<file path="src/logic/tliw_defines.svh">
// offsets, field positions, reset values and timing of the top-level glue
`ifndef TLIW_DEFINES_SVH
`define TLIW_DEFINES_SVH
`define TLIW_OFF_WDOG_CTRL  8'h40
`define TLIW_OFF_STATUS     8'h41
`define TLIW_OFF_IN_PORT    8'h42
`define TLIW_OFF_NIB_DATA   8'h43
`define TLIW_OFF_NIB_DIR    8'h44
`define TLIW_BIT_WD         7
`define TLIW_BIT_ARB        6
`define TLIW_BIT_SW         5
`define TLIW_BIT_CBX        4
`define TLIW_BIT_CB         3
`define TLIW_BIT_CAX        2
`define TLIW_BIT_CA         1
`define TLIW_BIT_SVC_FIRST  7
`define TLIW_BIT_SVC_SECOND 6
`define TLIW_BIT_START      5
`define TLIW_RST_WDOG_CTRL  8'h1F
`define TLIW_RST_MASK       8'h00
`define TLIW_RST_NIB_DIR    8'hF0
`define TLIW_MASK_WRITABLE  8'h7E
`define TLIW_CLK_PERIOD_PS  8000
`define TLIW_WD_FRAMES      1024
`define TLIW_RESET_OUT_NS   1000
`define TLIW_RESET_OUT_CYC  ((`TLIW_RESET_OUT_NS * 1000 + `TLIW_CLK_PERIOD_PS - 1) / `TLIW_CLK_PERIOD_PS)
`define TLIW_INT_GAP_NS     16
`define TLIW_INT_GAP_CYC    ((`TLIW_INT_GAP_NS * 1000 + `TLIW_CLK_PERIOD_PS - 1) / `TLIW_CLK_PERIOD_PS)
`endif

</file>
<file path="src/logic/tliw_pkg.sv">
// types of the top-level glue
package tliw_pkg;
  typedef enum logic [1:0] {
    TLIW_SVC_IDLE  = 2'b01,
    TLIW_SVC_ARMED = 2'b10
  } tliw_svc_state_type;
  typedef enum logic [2:0] {
    TLIW_BUS_IDLE  = 3'b001,
    TLIW_BUS_READ  = 3'b010,
    TLIW_BUS_WRITE = 3'b100
  } tliw_bus_state_type;
endpackage

</file>
<file path="src/logic/tliw_wd_if.sv">
// carrier between register logic and watchdog
`timescale 1ns/1ps
interface tliw_wd_if;
  logic run;
  logic svc_write;
  logic svc_first;
  logic svc_second;
  logic expired;
  logic reset_active;
  modport ctrl (output run, output svc_write, output svc_first, output svc_second,
                input expired, input reset_active);
  modport wd (input run, input svc_write, input svc_first, input svc_second,
              output expired, output reset_active);
endinterface

</file>
<file path="src/logic/tliw_top.sv">
// top-level interrupt gathering, watchdog control and parallel ports
`timescale 1ns/1ps
`include "tliw_defines.svh"
// Contract
// status word bit order, bit 0 zero
// watchdog expiry sets flag, pulses reset out
// arbiter timeout event sets arbiter flag
// other flags summarise local status registers
// status read clears watchdog and arbiter flags
// mask bits 6..1, 0 enables, reset enabled
// masked arbiter flag hidden but kept
// watchdog flag never masked
// masked summary flags shown, no interrupt
// mask write briefly drops active interrupt
// input port sampled at read strobe fall
// input port only in multiplexed mode
// nibble data driven from write strobe fall
// nibble read samples inputs, upper ones
// direction 1 output, upper ones, reset inputs
// watchdog control layout, low bits ones
// address doubled in multiplexed mode
// start bit sticky until device reset
// host services watchdog each 1024 frames
// host spaces service writes two clocks
// interrupt while unmasked flag or watchdog
module tliw_top import tliw_pkg::*; (
  // clock and reset
  input  wire logic       clk,
  input  wire logic       resetn,
  // processor bus pins
  input  wire logic       ale,
  input  wire logic       cs_n,
  input  wire logic       rd_n,
  input  wire logic       wr_n,
  input  wire logic [7:0] addr,
  input  wire logic [7:0] data_in,
  output logic      [7:0] data_out,
  output logic            data_oe_n,
  // sub-unit summaries and arbiter event
  input  wire logic       sw_unit_irq,
  input  wire logic       ctrl_a_irq,
  input  wire logic       ctrl_a_ext_irq,
  input  wire logic       ctrl_b_irq,
  input  wire logic       ctrl_b_ext_irq,
  input  wire logic       arbiter_expire,
  // frame timing
  input  wire logic       frame_sync_pin,
  // interrupt and reset outputs
  output logic            int_n,
  output logic            reset_output_pin,
  // parallel ports
  input  wire logic [7:0] input_port_pin,
  input  wire logic [3:0] nib_pin_in,
  output logic      [3:0] nib_pin_out,
  output logic      [3:0] nib_pin_oe_n
);
  localparam int GAP_CYC = `TLIW_INT_GAP_CYC;
  tliw_wd_if wd ();

  logic [31:0]        sync1, sync2;
  logic               ale_s, cs_s_n, rd_s_n, wr_s_n;
  logic [7:0]         addr_s, data_s, in_s;
  logic [3:0]         nib_s;
  logic               ale_d, rd_d_n, wr_d_n;
  logic               mux_mode, next_mux_mode;
  logic [7:0]         mux_addr, next_mux_addr;
  logic [7:0]         eff_addr;
  logic               addr_ok, rd_take, wr_take;
  logic               hit_wdog, hit_stat, hit_in, hit_nib, hit_dir, hit_any;
  tliw_bus_state_type bus, next_bus;
  logic [7:0]         rdata, next_data_out;
  logic               next_data_oe_n;
  logic               wd_flag, next_wd_flag;
  logic               arb_pend, next_arb_pend;
  logic [6:1]         mask, next_mask;
  logic [7:0]         status_view;
  logic               irq_any, next_int_n;
  logic [1:0]         gap, next_gap;
  logic [2:0]         watchdog_control, next_wtc;
  logic               start_run, next_start_run;
  logic               svc_write, next_svc_write;
  logic [3:0]         next_nib_out, next_nib_oe_n;

  tliw_watchdog u_watchdog (
    .clk            (clk),
    .resetn         (resetn),
    .frame_sync_pin (frame_sync_pin),
    .wd             (wd)
  );

  // watchdog control travels through the carrier
  assign wd.run        = start_run;
  assign wd.svc_write  = svc_write;
  assign wd.svc_first  = watchdog_control[2];
  assign wd.svc_second = watchdog_control[1];

  // bus, input port and nibble pins pass two flops before use
  always_ff @(posedge clk or negedge resetn) begin
    if (!resetn) begin
      sync1 <= 32'h70000000; // strobes and select idle high
      sync2 <= 32'h70000000;
    end else begin
      sync1 <= {ale, cs_n, rd_n, wr_n, addr, data_in, input_port_pin, nib_pin_in};
      sync2 <= sync1;
    end
  end
  assign {ale_s, cs_s_n, rd_s_n, wr_s_n, addr_s, data_s, in_s, nib_s} = sync2;

  // strobe edges and address decode
  always_comb begin
    if (mux_mode) begin
      eff_addr = {1'b0, mux_addr[7:1]};
      addr_ok  = !mux_addr[0];
    end else begin
      eff_addr = addr_s;
      addr_ok  = 1'b1;
    end
    hit_wdog = addr_ok && eff_addr == `TLIW_OFF_WDOG_CTRL;
    hit_stat = addr_ok && eff_addr == `TLIW_OFF_STATUS;
    hit_in   = addr_ok && eff_addr == `TLIW_OFF_IN_PORT;
    hit_nib  = addr_ok && eff_addr == `TLIW_OFF_NIB_DATA;
    hit_dir  = addr_ok && eff_addr == `TLIW_OFF_NIB_DIR;
    hit_any  = hit_wdog | hit_stat | hit_in | hit_nib | hit_dir;
    rd_take  = rd_d_n && !rd_s_n && !cs_s_n && hit_any;
    wr_take  = wr_d_n && !wr_s_n && !cs_s_n && hit_any;
  end

  // status word as software sees it
  always_comb begin
    status_view                 = 8'h00;
    status_view[`TLIW_BIT_WD]   = wd_flag;
    status_view[`TLIW_BIT_ARB]  = arb_pend & ~mask[`TLIW_BIT_ARB];
    status_view[`TLIW_BIT_SW]   = sw_unit_irq;
    status_view[`TLIW_BIT_CBX]  = ctrl_b_ext_irq;
    status_view[`TLIW_BIT_CB]   = ctrl_b_irq;
    status_view[`TLIW_BIT_CAX]  = ctrl_a_ext_irq;
    status_view[`TLIW_BIT_CA]   = ctrl_a_irq;
    irq_any = wd_flag | (|(status_view[6:1] & ~mask));
  end

  // read multiplexer
  always_comb begin
    rdata = 8'h00;
    if (hit_wdog)
      rdata = {watchdog_control, 5'(`TLIW_RST_WDOG_CTRL)};
    else if (hit_stat)
      rdata = status_view;
    else if (hit_in)
      rdata = mux_mode ? in_s : 8'hFF;
    else if (hit_nib)
      rdata = {4'hF, (nib_s & nib_pin_oe_n) | (nib_pin_out & ~nib_pin_oe_n)};
    else if (hit_dir)
      rdata = {4'hF, ~nib_pin_oe_n};
  end

  // bus sequencing: drive data while the strobe stays low
  always_comb begin
    next_bus       = bus;
    next_data_out  = data_out;
    next_data_oe_n = data_oe_n;
    next_mux_mode  = mux_mode | ale_s;
    next_mux_addr  = (ale_d && !ale_s) ? data_s : mux_addr;
    unique case (bus)
      TLIW_BUS_IDLE: begin
        if (rd_take) begin
          next_bus       = TLIW_BUS_READ;
          next_data_out  = rdata;
          next_data_oe_n = 1'b0;
        end else if (wr_take) begin
          next_bus = TLIW_BUS_WRITE;
        end
      end
      TLIW_BUS_READ: begin
        if (rd_s_n || cs_s_n) begin
          next_bus       = TLIW_BUS_IDLE;
          next_data_oe_n = 1'b1;
        end
      end
      TLIW_BUS_WRITE: begin
        if (wr_s_n || cs_s_n)
          next_bus = TLIW_BUS_IDLE;
      end
      default: begin
        next_bus       = TLIW_BUS_IDLE;
        next_data_oe_n = 1'b1;
      end
    endcase
  end

  // flags, mask, interrupt output; a set always beats a read clear
  always_comb begin
    next_wd_flag  = (wd_flag & ~(rd_take & hit_stat)) | wd.expired;
    next_arb_pend = (arb_pend & ~(rd_take & hit_stat & ~mask[`TLIW_BIT_ARB]))
                    | arbiter_expire;
    next_mask     = mask;
    next_gap      = (gap != 2'h0) ? gap - 2'h1 : gap;
    if (wr_take && hit_stat) begin
      next_mask = data_s[6:1];
      if (!int_n)
        next_gap = 2'(GAP_CYC);
    end
    next_int_n = !(irq_any && next_gap == 2'h0);
  end

  // watchdog control and nibble port registers
  always_comb begin
    next_wtc       = watchdog_control;
    next_start_run = start_run;
    next_svc_write = 1'b0;
    next_nib_out   = nib_pin_out;
    next_nib_oe_n  = nib_pin_oe_n;
    if (wr_take && hit_wdog) begin
      next_wtc       = data_s[7:5];
      next_start_run = start_run | data_s[`TLIW_BIT_START];
      next_svc_write = 1'b1;
    end
    if (wr_take && hit_nib)
      next_nib_out = data_s[3:0];
    if (wr_take && hit_dir)
      next_nib_oe_n = ~data_s[3:0];
  end

  always_ff @(posedge clk or negedge resetn) begin
    if (!resetn) begin
      ale_d            <= 1'b0;
      rd_d_n           <= 1'b1;
      wr_d_n           <= 1'b1;
      mux_mode         <= 1'b0;
      mux_addr         <= 8'h00;
      bus              <= TLIW_BUS_IDLE;
      data_out         <= 8'h00;
      data_oe_n        <= 1'b1;
      wd_flag          <= 1'b0;
      arb_pend         <= 1'b0;
      mask             <= 6'h00;
      gap              <= 2'h0;
      int_n            <= 1'b1;
      watchdog_control              <= 3'h0;
      start_run        <= 1'b0;
      svc_write        <= 1'b0;
      nib_pin_out      <= 4'h0;
      nib_pin_oe_n     <= 4'hF;
      reset_output_pin <= 1'b0;
    end else begin
      ale_d            <= ale_s;
      rd_d_n           <= rd_s_n;
      wr_d_n           <= wr_s_n;
      mux_mode         <= next_mux_mode;
      mux_addr         <= next_mux_addr;
      bus              <= next_bus;
      data_out         <= next_data_out;
      data_oe_n        <= next_data_oe_n;
      wd_flag          <= next_wd_flag;
      arb_pend         <= next_arb_pend;
      mask             <= next_mask;
      gap              <= next_gap;
      int_n            <= next_int_n;
      watchdog_control              <= next_wtc;
      start_run        <= next_start_run;
      svc_write        <= next_svc_write;
      nib_pin_out      <= next_nib_out;
      nib_pin_oe_n     <= next_nib_oe_n;
      reset_output_pin <= wd.reset_active;
    end
  end
endmodule

</file>
<file path="src/logic/tliw_watchdog.sv">
// watchdog counting frame syncs, service sequence and reset pulse
`timescale 1ns/1ps
`include "tliw_defines.svh"
module tliw_watchdog import tliw_pkg::*; (
  // clock and reset
  input wire logic clk,
  input wire logic resetn,
  // frame sync pin
  input wire logic frame_sync_pin,
  // register side
  tliw_wd_if.wd    wd
);
  localparam int RST_CYC = `TLIW_RESET_OUT_CYC;
  logic [2:0]         fs_sync;
  tliw_svc_state_type state, next_state;
  logic [9:0]         frames, next_frames;
  logic [7:0]         rst_cnt, next_rst_cnt;
  logic               next_expired;
  logic               fs_rise;

  // second and third stage only feed the edge detector
  assign fs_rise = fs_sync[1] & ~fs_sync[2];

  // service sequence, frame counting and expiry
  always_comb begin
    next_state   = state;
    next_frames  = frames;
    next_rst_cnt = (rst_cnt != 8'h00) ? rst_cnt - 8'h01 : rst_cnt;
    next_expired = 1'b0;
    if (wd.run && fs_rise) begin
      if (frames == 10'(`TLIW_WD_FRAMES - 1)) begin
        next_frames  = 10'h000;
        next_expired = 1'b1;
        next_rst_cnt = 8'(RST_CYC);
      end else begin
        next_frames = frames + 10'h001;
      end
    end
    // a good service in the same cycle as the last sync still saves the run
    if (wd.svc_write) begin
      unique case (state)
        TLIW_SVC_IDLE: begin
          if (wd.svc_first && !wd.svc_second)
            next_state = TLIW_SVC_ARMED;
        end
        TLIW_SVC_ARMED: begin
          next_state = TLIW_SVC_IDLE;
          if (!wd.svc_first && wd.svc_second) begin
            next_frames  = 10'h000;
            next_expired = 1'b0;
            next_rst_cnt = (rst_cnt != 8'h00) ? rst_cnt - 8'h01 : rst_cnt;
          end
        end
        default: next_state = TLIW_SVC_IDLE;
      endcase
    end
  end

  always_ff @(posedge clk or negedge resetn) begin
    if (!resetn) begin
      fs_sync         <= 3'h0;
      state           <= TLIW_SVC_IDLE;
      frames          <= 10'h000;
      rst_cnt         <= 8'h00;
      wd.expired      <= 1'b0;
      wd.reset_active <= 1'b0;
    end else begin
      fs_sync         <= {fs_sync[1:0], frame_sync_pin};
      state           <= next_state;
      frames          <= next_frames;
      rst_cnt         <= next_rst_cnt;
      wd.expired      <= next_expired;
      wd.reset_active <= next_rst_cnt != 8'h00;
    end
  end
endmodule

</file>
<file path="config.mk">
export PLATFORM = sky130hd
export DESIGN_NAME = tliw_top
export DESIGN_NICKNAME = d
export VERILOG_FILES = /design/src/logic/tliw_pkg.sv /design/src/logic/tliw_wd_if.sv /design/src/logic/tliw_top.sv /design/src/logic/tliw_watchdog.sv
export VERILOG_INCLUDE_DIRS = /design/src /design/src/logic
export SDC_FILE = /design/constraint.sdc
export NUM_CORES = 1
export LEC_CHECK = 0
export ABC_AREA = 1
export BUFFER_PORTS_ARGS = -buffer_cell sky130_fd_sc_hd__clkbuf_2
export CORE_AREA = 2 2 102 104
export CTS_CLUSTER_DIAMETER = 120
export DETAILED_ROUTE_END_ITERATION = 8
export DIE_AREA = 0 0 104 106
export GPL_ROUTABILITY_DRIVEN = 0
export PLACE_DENSITY = 0.77
export SYNTH_ARGS = -nofsm -noshare
export SYNTH_HDL_FRONTEND = slang
export SYNTH_SLANG_ARGS = --single-unit
</file>
<file path="constraint.sdc">
create_clock -name clk -period 2 [get_ports clk]
set_clock_uncertainty 0.05 [all_clocks]
set_input_delay 0.2 -clock clk [delete_from_list [all_inputs] [get_ports clk]]
set_output_delay 0.2 -clock clk [all_outputs]
set_load 0.02 [all_outputs]
</file>
==> summary.md, run 1 <==
| Metric | Value |
|---|---|
| Status | complete, no violations |
| Part of the Yosys area used for sequential elements | 0.647 |
| Routed wire length per instance | 14.9 um |
| Number of detailed-routing iterations run before antenna repair | 5 |
| Via Count | 4112 |
| Final cycle utilization of the critical path | 0.975 |
| Die Y | 106 um |
| Finished layout cell area | 6960 um^2 |
| Yosys cell types | 38 |
| Minimum setup slack after placement | 51.4 ps |
| Max-slew violation total from the final report | 0 |
| List of cells traversed by the critical path | inv_4, nand2_1, nand2_2, nand2_1, nor2_2, nand3_2, nand2_4, nand2_4, or2_4, nand2_1, o21ai_2 |
| DRC marker count from the first detailed-route iteration | 326 |
| Share of the synthesized area in the top cell type | 0.568 |
| Vias in the first global route | 4187 |
| Maximum net fanout on the critical path | 8 |
| CTS tree | done |
| Most area-consuming cells after synthesis | dfrtp_1 57%, dfstp_2 7.8%, nand2_1 7.2% |
| Yosys warns | 0 |
| Cell family with most CP delay | simple AND/OR/NAND/NOR gates |
| Cell at the slowest stage of the critical path | dfrtp_2 |
| Critical path class | reg2reg |
| Multi-input gate area | 1630 um^2 |
| Row Count | 37 |
| Worst-Skew Late Latency | 530 ps |
| Largest buffer count on any clock path | 2 |
| Initial Util | 0.537 |
| Horiz. Die Dim | 104 um |
| Cell count after synthesis | 523 |
| Quantity of I/O buffers inserted on ports | 59 |
| Number of sinks on the clock net | 138 |
| Number of placed instances, taps included | 726 |
| Post-Route Hold Slack | 19.0 ps |
| WL final | 11900 um |
| Flip-flop and latch area | 3470 um^2 |
| Total Negative Setup Slacks | 0 ps |
| Crit-path max cell delay | 470 ps |
| Cell chosen for the clock root | clkbuf_8 |
| Global-route wire length before repair | 19700 um |
| GRT overflow | 0 |
| Maximum number of pins on one net before global-route repair | 56 |
| Drc violations | 0 |
| Ports placed on the boundary | 60 |
| Maximum level of the CTS H-tree | 4 |
| Final worst path period need | 1950 ps |
| Share of synthesized cell area in full adder, half adder and majority cells | 0.00699 |
| Fraction of layout cells with a size suffix above 1 | 0.263 |
| Post-detail-place hpwl | 7710 um |
| Setup crit end kind | register |
| Crit path launch type | register |
| Combinational family with the most area after synthesis | simple AND/OR/NAND/NOR gates |
| Drt via density | 5.16 |
| Number of enable-type register cells in the synthesized netlist | 0 |
| Most frequent cell after synthesis | dfrtp_1 |
| Net count reported at finish | 692 |
| Post-Synth Simple-Gate Area | 0.205 |
| Peak supply drop | 677 uV |
| Cell area after synthesis | 5370 um^2 |
| Worst Path Arrival | 2320 ps |
| Post-Syn Nets | 567 |
| Leakage Power | 3.56 nW |
| Post-synth top cells | 122 x dfrtp_1, 103 x nand2_1, 73 x inv_1 |
| Number of max-capacitance violations reported | 0 |
| Fillcell total | 719 |
| Layout overhead on the synthesized area | 29.7% |
| Filler-free cell count of the finished design | 797 |
| Antenna violation net count after detailed routing | 0 |
| Placed instance area | 5920 um^2 |
| Synth Area in XOR/XNOR | 0.0163 |
| Flip-flop cell with the highest count after synthesis | dfrtp_1 |
| Type of the worst min-delay path | in2reg |
| Data required time of the critical path | 2370 ps |
| Worst min-delay path startpoint | ctrl_b_irq |
| Final hold vios | 0 |
| RR Startpoint | mux_mode |
| Most frequent cell on the critical path | nand2_1 |
| Antenna violations before repair | 0 |
| Ys async rst share | 1.00 |
| Final count of negative-setup-slack endpoints | 0 |
| Clock-pin slew reported for the worst setup and hold paths after clock tree synthesis | 60 ps |
| Worst Setup Slack, final | 50.2 ps |
| Floorplan Core Area | 10000 um^2 |
| Compound-Gate Fraction of Synth Area | 0.0587 |
| Pin slew with the least headroom to its limit | 520 ps |
| Remaining max-slew budget at the tightest pin | 0.653 |
| CTS buffer count | 17 |
| Library cell occupying the most area in the post-synthesis netlist | dfrtp_1 |
| Number of buffer and inverter instances along the worst setup path | 1 |
| Power per standard cell area | 985 nW/um^2 |
| Register bit total from synthesis | 138 |
| Post-Syn Area per Cell | 10.3 um^2 |
| Count of antenna diodes in the layout | 0 |
| Setup crit start | mux_mode |
| Area of the die | 11000 um^2 |
| Total global routing track utilization | 0.231 |
| Fmax achieved | 513 MHz |
| Post-synthesis mux area share | 0.00419 |
-- timing repair --
action	CTS	global route
setup endpoints to repair	0	28
resized for setup	0	23
hold endpoints to repair	119	0
hold buffers	37	0
buffers inserted	0	1
-- cell families after synthesis --
group                      after synthesis
muxes                                    2
xor gates and xnor gates                10
DFF                                    138
buffers and inverters                   82
and+or+nand+nor                        233
adders and majority gates                3
AOI/OAI and AO/OA                       55
-- registers in the layout (all words and copies together) (netlist names), 6 cells and up --
register,flops
data_out,8
sync1,32
mux_addr,8
mask,6
u_watchdog.frames,10
u_watchdog.rst_cnt,8
sync2,32
-- worst reg2reg max path, delay by kind of cell (launching register included) --
family / cells / cell delay (ps)
buffers and inverters: 1 / 110
AND/OR/NAND/NOR: 9 / 1140
AO/OA/AOI/OAI: 1 / 60
flip-flops: 1 / 470
-- final timing paths --
path                                         to  slack [ps]  cells past startpoint
worst max-delay path                    mask[2]          50                     11
worst min-delay path                      int_n          20                      4
worst max register to register          mask[2]          50                     11
worst min register to register        sync2[31]         290                      0
max in group asynchronous       nib_pin_oe_n[2]        1080                      3
min in group asynchronous               mask[4]         140                      2
-- placed cells by master, fill, tap and decap left out, drive strengths merged, types with 17 or more instances in the layout --
cell,Yosys,layout
o21ai,40,40
dfrtp,122,122
nand4,20,20
inv,75,81
clkbuf,3,78
nor2,48,48
nand3,26,26
nand2,114,114
buf,4,17
dlygate4sd3,0,37
-- metrics by stage --
| stage | power [mW] | utilization |
|---|---|---|
| 2_1_floorplan | 3.43 | - |
| 3_3_place_gp | 3.68 | 0.592 |
| 3_5_place_dp | 3.70 | 0.592 |
| 4_1_cts | 6.87 | 0.689 |
| 5_1_grt | 7.12 | 0.696 |
| 6_report | 6.86 | 0.696 |
-- power by group --
group / switching, mW / internal, mW
logic: 0.417 / 0.248
clock network: 1.24 / 1.88
registers: 0.0964 / 2.98
-- metal layers --
metal / track usage / vias to the layer above / share of wire
met1: 0.298 / 1994 / 0.43
met2: 0.374 / 176 / 0.48
li1: - / 1916 / -
met3: 0.0607 / 26 / 0.063
met5: 0 / - / 0
met4: 0.0965 / 0 / 0.023
-- final cells by class --
type | instances | area share
Clock buffer | 20 | 0.0640
Clock inverter | 12 | 0.0219
Inverter | 75 | 0.0408
Multi-Input combinational cell | 304 | 0.234
Sequential cell | 138 | 0.499
Tap cell | 136 | 0.0244
Timing Repair Buffer | 112 | 0.116
Power figures use the tool's default switching activity.
==> run 2: changes to the inputs <==
--- a/config.mk
+++ b/config.mk
@@ -8,12 +8,12 @@
 export LEC_CHECK = 0
 export ABC_AREA = 1
 export BUFFER_PORTS_ARGS = -buffer_cell sky130_fd_sc_hd__clkbuf_2
-export CORE_AREA = 2 2 102 104
+export CORE_AREA = 2 2 150 152
 export CTS_CLUSTER_DIAMETER = 120
 export DETAILED_ROUTE_END_ITERATION = 8
-export DIE_AREA = 0 0 104 106
+export DIE_AREA = 0 0 152 154
 export GPL_ROUTABILITY_DRIVEN = 0
-export PLACE_DENSITY = 0.77
+export PLACE_DENSITY = 0.42
 export SYNTH_ARGS = -nofsm -noshare
 export SYNTH_HDL_FRONTEND = slang
 export SYNTH_SLANG_ARGS = --single-unit
==> run 2 against run 1 <==
  * Final area grew 2.7%
  * First-iteration DRC count fell by 39%
  * Sequential share of layout area shrank 1.3 points
  * Critical endpoint is now data_out[2]
==> summary.md, run 2 (synthesis results as in run 1) <==
| Metric | Value |
|---|---|
| Status | complete, no violations |
| Largest buffer count on any clock path | 2 (unchanged) |
| Power per standard cell area | 950 nW/um^2 (-3.6%) |
| Row Count | 54 (+46%) |
| Number of max-capacitance violations reported | 0 (unchanged) |
| GRT overflow | 0 (unchanged) |
| Final hold vios | 0 (unchanged) |
| Pin slew with the least headroom to its limit | 488 ps (-32.2 ps) |
| Maximum net fanout on the critical path | 8 (unchanged) |
| Final worst path period need | 1880 ps (-66.3 ps) |
| Routed wire length per instance | 13.0 um (-13%) |
| Minimum setup slack after placement | 25.7 ps (-25.7 ps) |
| Post-detail-place hpwl | 9170 um (+19%) |
| Finished layout cell area | 7150 um^2 (+2.7%) |
| Most frequent cells in the layout | 121 x dfrtp_1, 102 x nand2_1, 72 x inv_1 |
| Quantity of I/O buffers inserted on ports | 59 (unchanged) |
| Vias in the first global route | 3937 (-6.0%) |
| Critical path class | reg2reg |
| Leakage Power | 3.57 nW (+0.52%) |
| Largest registers | sync1 x32, sync2 x32, u_watchdog.frames x10 |
| Net switching power figure | 1.80 mW (+2.5%) |
| CTS buffer count | 17 (unchanged) |
| Final cycle utilization of the critical path | 0.942 (-0.0331) |
| Antenna violations before repair | 0 (unchanged) |
| Flip-flop and latch area | 3470 um^2 (unchanged) |
| Crit path launch type | register |
| Maximum number of pins on one net before global-route repair | 53 (-5.4%) |
| Drc violations | 0 (unchanged) |
| Number of detailed-routing iterations run before antenna repair | 4 (-1) |
| Number of sinks on the clock net | 138 (unchanged) |
| Total global routing track utilization | 0.112 (-0.119) |
| Placed instance area | 6160 um^2 (+4.1%) |
| Data required time of the critical path | 2300 ps (-70 ps) |
| Sequential group share of total power | 0.452 (+0.004) |
| Commonest non-fill, non-tap cell in the layout | dfrtp_1 |
| Initial Util | 0.248 (-0.289) |
| Worst-Skew Late Latency | 420 ps (-110 ps) |
| Worst Setup Slack, final | 116 ps (+66.3 ps) |
| Count of antenna diodes in the layout | 0 (unchanged) |
| Total Negative Setup Slacks | 0 ps (unchanged) |
| Fraction of layout cells with a size suffix above 1 | 0.265 (+0.00213) |
| Maximum level of the CTS H-tree | 4 (unchanged) |
| Part of the power in combinational logic | 0.098 (about the same) |
| Area of the die | 23400 um^2 (+110%) |
| Power share of the clock group | 0.450 (-0.005) |
| Horiz. Die Dim | 152 um (+46%) |
| Floorplan Core Area | 21700 um^2 (+120%) |
| Peak supply drop | 532 uV (-21%) |
| Type of the worst min-delay path | in2reg |
| Max-slew violation total from the final report | 0 (unchanged) |
| Final count of negative-setup-slack endpoints | 0 (unchanged) |
| DRC marker count from the first detailed-route iteration | 199 (-39%) |
| Clock-pin slew reported for the worst setup and hold paths after clock tree synthesis | 60 ps (about the same) |
| Global-route wire length before repair | 20500 um (+3.9%) |
| Worst Path Arrival | 2180 ps (-140 ps) |
| Drt via density | 4.07 (-21%) |
| Via Count | 3857 (-6.2%) |
| Net count reported at finish | 698 (+0.87%) |
| Remaining max-slew budget at the tightest pin | 0.675 (+0.0215) |
| Layout overhead on the synthesized area | 33.2% |
| Die Y | 154 um (+45%) |
| Setup crit end kind | register |
| Net switching fraction of the power | 0.265 (+0.00898) |
| Multi-input gate area | 1610 um^2 (-1.5%) |
| Antenna violation net count after detailed routing | 0 (unchanged) |
| CTS tree | done |
| Fmax achieved | 531 MHz (+3.5%) |
| WL final | 12300 um (+3.2%) |
| Fillcell total | 2212 (+210%) |
| Cell chosen for the clock root | clkbuf_16 |
| Ports placed on the boundary | 60 (unchanged) |
| Setup repair after global routing missed its margin | true |
| Internal power of the cells | 4.99 mW (-2.2%) |
| Post-Route Hold Slack | 138 ps (+119 ps) |
[run 2: cell count changes in the layout (fill, tap and decap cells not counted), sizes merged]
cell and delta:
bufinv -1, buf +9, inv +2, or2 -1, clkinvlp +3, clkbuf -3, clkinv -1, dlygate4sd3 -2
[run 2: timing repair]
| item | in CTS | in global routing |
|---|---|---|
| pin swaps | 0 | 3 |
| gates resized for setup | 1 | 16 |
| setup endpoints to repair | 2 | 31 |
| buffers inserted | 0 | 2 |
| cloned | 0 | 0 |
| hold buffers | 35 | 0 |
| hold endpoints to repair | 78 | 0 |
[run 2: area by class of cell]
cell class              instances  share of cell area
repair buffers                119               0.120
multi-input cells             303               0.224
clock buffers                  17              0.0595
clock inverters                15              0.0217
inverters                      75              0.0397
flip-flops and latches        138               0.486
well taps                     280              0.0490
[run 2: per-layer routing]
layer / vias to the layer above / global-route usage / routed length [um]
li1: 1931 / - / -
met3: 13 / 0.0287 / 509
met1: 1828 / 0.154 / 6070
met4: 0 / 0.0423 / 214
met2: 85 / 0.168 / 5500
met5: - / 0 / 0
[run 2: path summary, 6_finish.rpt]
| kind | slack (ps) | depth (start not counted) | start | to |
|---|---|---|---|---|
| setup / recovery | 120 | 11 | mux_mode | data_out[2] |
| hold reg to reg | 300 | 0 | sync1[14] | sync2[14] |
| setup reg to reg | 120 | 11 | mux_mode | data_out[2] |
| hold / removal | 140 | 5 | ctrl_b_irq | data_out[3] |
| min in group asynchronous | 270 | 2 | resetn | sync2[25] |
| max in group asynchronous | 930 | 3 | resetn | u_watchdog.state[0] |
[run 2: power groups by stage]
stage / Combinational (mW) / Clock (mW) / Sequential (mW)
floorplan: 0.267 / 0 / 3.16
finish: 0.666 / 3.06 / 3.07
detailed placement: 0.612 / 0 / 3.12
CTS: 0.668 / 3.16 / 3.07
global route: 0.751 / 3.28 / 3.09
global placement: 0.606 / 0 / 3.12
[run 2: critical path: stages (launching register included)]
cell     delay, ps
dfrtp_2        470
inv_4          100
nand2_1         50
nand2_1         70
nand2_1         60
nor2_2         140
nand3_2        130
buf_4          160
or2_2          260
nand3_1        160
nor2_1          70
nor2_1          80
[run 2: metrics by stage]
| step | power (mW) | utilization | cells |
|---|---|---|---|
| after floorplan | 3.43 | - | 523 |
| after global placement | 3.73 | 0.284 | 878 |
| after detailed placement | 3.73 | 0.284 | 878 |
| after CTS | 6.90 | 0.327 | 945 |
| after global routing | 7.13 | 0.330 | 947 |
| final | 6.79 | 0.330 | 947 |
==> run 3: changes to the inputs <==
--- a/config.mk
+++ b/config.mk
@@ -14,6 +14,8 @@
 export DIE_AREA = 0 0 152 154
 export GPL_ROUTABILITY_DRIVEN = 0
 export PLACE_DENSITY = 0.42
+export RECOVER_POWER = 100
+export REMOVE_ABC_BUFFERS = 1
 export SYNTH_ARGS = -nofsm -noshare
 export SYNTH_HDL_FRONTEND = slang
 export SYNTH_SLANG_ARGS = --single-unit
==> run 3 against run 2 <==
  * Maximum frequency fell by 1.2%
  * Sequential cell count did not move
  * Routed wire length fell by 1.7%
  * Sequential share of layout area fell by 0.24 points
  * Global-route usage fell by 0.40 points
  * Cell count rose by 0.63%
  * Setup slack got worse by 23 ps
  * Final area rose by 0.49%
  * Register-to-register slack got worse by 20 ps
  * Via count rose by 2.2%
  * Total power rose by 0.14%
  * First-iteration DRC count rose by 29%
  * Largest power group unchanged
==> summary.md, run 3 (synthesis results as in run 1) <==
| Metric | Value |
|---|---|
| Antenna violations before repair | 0 (unchanged) |
| Floorplan Core Area | 21700 um^2 (unchanged) |
| Fmax achieved | 524 MHz (-1.2%) |
| Net switching power figure | 1.73 mW (-3.7%) |
| RR Startpoint | mux_mode |
| Global-route wire length before repair | 19700 um (-3.8%) |
| Maximum net fanout on the critical path | 8 (unchanged) |
| Count of antenna diodes in the layout | 0 (unchanged) |
| Via Count | 3940 (+2.2%) |
| Maximum level of the CTS H-tree | 4 (unchanged) |
| Setup slack of the worst register-to-register path | 90 ps (-20 ps) |
| Clock-pin slew reported for the worst setup and hold paths after clock tree synthesis | 60 ps (about the same) |
| Remaining max-slew budget at the tightest pin | 0.278 (-0.397) |
| Critical path class | reg2reg |
| Cell chosen for the clock root | clkbuf_16 |
| Setup repair after global routing missed its margin | true |
| Power per standard cell area | 946 nW/um^2 (-0.35%) |
| Type of the worst min-delay path | in2reg |
| Largest registers | sync1 x32, sync2 x32, u_watchdog.frames x10 |
| Net count reported at finish | 705 (+1.0%) |
| Placed instance area | 6170 um^2 (+0.24%) |
| Critical register-to-register path endpoint | data_out[2] |
| Worst Setup Slack, final | 93.1 ps (-23.4 ps) |
| Die Y | 154 um (unchanged) |
| Largest buffer count on any clock path | 2 (unchanged) |
| Maximum number of pins on one net before global-route repair | 42 (-21%) |
| Number of detailed-routing iterations run before antenna repair | 4 (unchanged) |
| Fraction of layout cells with a size suffix above 1 | 0.242 (-0.0232) |
| Total global routing track utilization | 0.108 (-0.00400) |
| Number of placed instances, taps included | 880 (+0.23%) |
| Worst Path Arrival | 2210 ps (+30 ps) |
| CTS tree | done |
| Final count of negative-setup-slack endpoints | 0 (unchanged) |
| Post-Route Hold Slack | 165 ps (+26.7 ps) |
| Most frequent cells in the layout | 121 x dfrtp_1, 100 x nand2_1, 71 x inv_1 |
| CTS buffer count | 17 (unchanged) |
| Sequential group share of total power | 0.451 (about the same) |
| Power share of the clock group | 0.451 (about the same) |
| Antenna violation net count after detailed routing | 0 (unchanged) |
| Horiz. Die Dim | 152 um (unchanged) |
| Number of max-capacitance violations reported | 0 (unchanged) |
| Filler-free cell count of the finished design | 953 (+0.63%) |
| Net switching fraction of the power | 0.254 (-0.0102) |
| Ports placed on the boundary | 60 (unchanged) |
| Quantity of I/O buffers inserted on ports | 59 (unchanged) |
| R2R depth | 12 (+1) |
| Final worst path period need | 1910 ps (+23.4 ps) |
| Number of sinks on the clock net | 138 (unchanged) |
| Peak supply drop | 510 uV (-4.1%) |
| Finished layout cell area | 7190 um^2 (+0.49%) |
| Area of the die | 23400 um^2 (unchanged) |
| Commonest non-fill, non-tap cell in the layout | dfrtp_1 |
| Initial Util | 0.248 (unchanged) |
| DRC marker count from the first detailed-route iteration | 257 (+29%) |
| Vias in the first global route | 3864 (-1.9%) |
| Setup crit end kind | register |
| Max-slew violation total from the final report | 0 (unchanged) |
| Drc violations | 0 (unchanged) |
| GRT overflow | 0 (unchanged) |
| Routed wire length per instance | 12.7 um (-2.3%) |
| Data required time of the critical path | 2300 ps (about the same) |
| Layout overhead on the synthesized area | 33.8% |
| Part of the power in combinational logic | 0.098 (about the same) |
| Minimum setup slack after placement | -88.9 ps (-115 ps) |
| Timing endpoint of the critical path | data_out[2] |
| Leakage Power | 3.55 nW (-0.75%) |
| Row Count | 54 (unchanged) |
| Drt via density | 4.13 (+1.5%) |
| Crit path launch type | register |
| Post-detail-place hpwl | 8720 um (-4.8%) |
| Status | complete, no violations |
| Final cycle utilization of the critical path | 0.953 (+0.0117) |
| Total Power | 6.80 mW (+0.14%) |
| Internal power of the cells | 5.07 mW (+1.5%) |
| Final hold vios | 0 (unchanged) |
| Worst-Skew Late Latency | 420 ps (about the same) |
| WL final | 12100 um (-1.7%) |
| Pin slew with the least headroom to its limit | 1080 ps (+596 ps) |
| Setup crit start | mux_mode |
[run 3: layout make-up]
class                   instances  area, um^2
inverters                      75         290
clock buffers                  18         429
well taps                     280         350
clock inverters                13         143
multi-input cells             304        1630
fillers                      2209       14500
repair buffers                125         870
flip-flops and latches        138        3470
[run 3: metrics by stage]
stage,setup TNS (ps),util
after floorplan,-65.1,-
after global placement,-151,0.285
after detailed placement,-292,0.285
after CTS,0,0.327
after global routing,-181,0.331
final,0,0.331
[run 3: how the worst min path moves through the flow]
stage | from | endpoint | cells after the start | slack, ps
floorplan | resetn | ale_d | 0 | -150
global placement | resetn | sync1[6] | 1 | 90
detailed placement | resetn | sync1[14] | 1 | 100
CTS | ctrl_a_irq | int_n | 4 | 130
global route | ctrl_a_irq | data_out[1] | 5 | 170
finish | ctrl_a_irq | int_n | 4 | 160
[run 3: routing by layer]
layer / track usage / part of all wire / vias up
met5: 0 / 0 / -
met4: 0.0543 / 0.020 / 0
met3: 0.0268 / 0.039 / 17
met2: 0.158 / 0.44 / 87
met1: 0.148 / 0.50 / 1891
li1: - / - / 1945
[run 3: what timing repair did]
action	4_1_cts	5_1_grt
pin swaps	0	4
cloned	0	1
resized for setup	2	24
buffers inserted	0	6
setup endpoints to repair	4	29
hold endpoints to repair	71	0
hold buffers	35	0
[run 3: power groups by stage]
stage	Clock (mW)	Combinational [mW]	Sequential, mW
after floorplan	0	0.263	3.16
after global placement	0	0.606	3.12
after detailed placement	0	0.613	3.12
after CTS	3.18	0.670	3.07
after global routing	3.28	0.749	3.09
final	3.07	0.669	3.07
[run 3: critical path, cell delays in order (launching register included)]
cell and delay (ps):
dfrtp_2 460, clkinv_4 90, nand2_1 50, nand2_1 130
buf_6 150, clkinvlp_4 140, nor2_4 150, nand3_1 140
inv_1 160, nand2_1 70, nand3_1 110, nor2_2 60
nor2_1 80
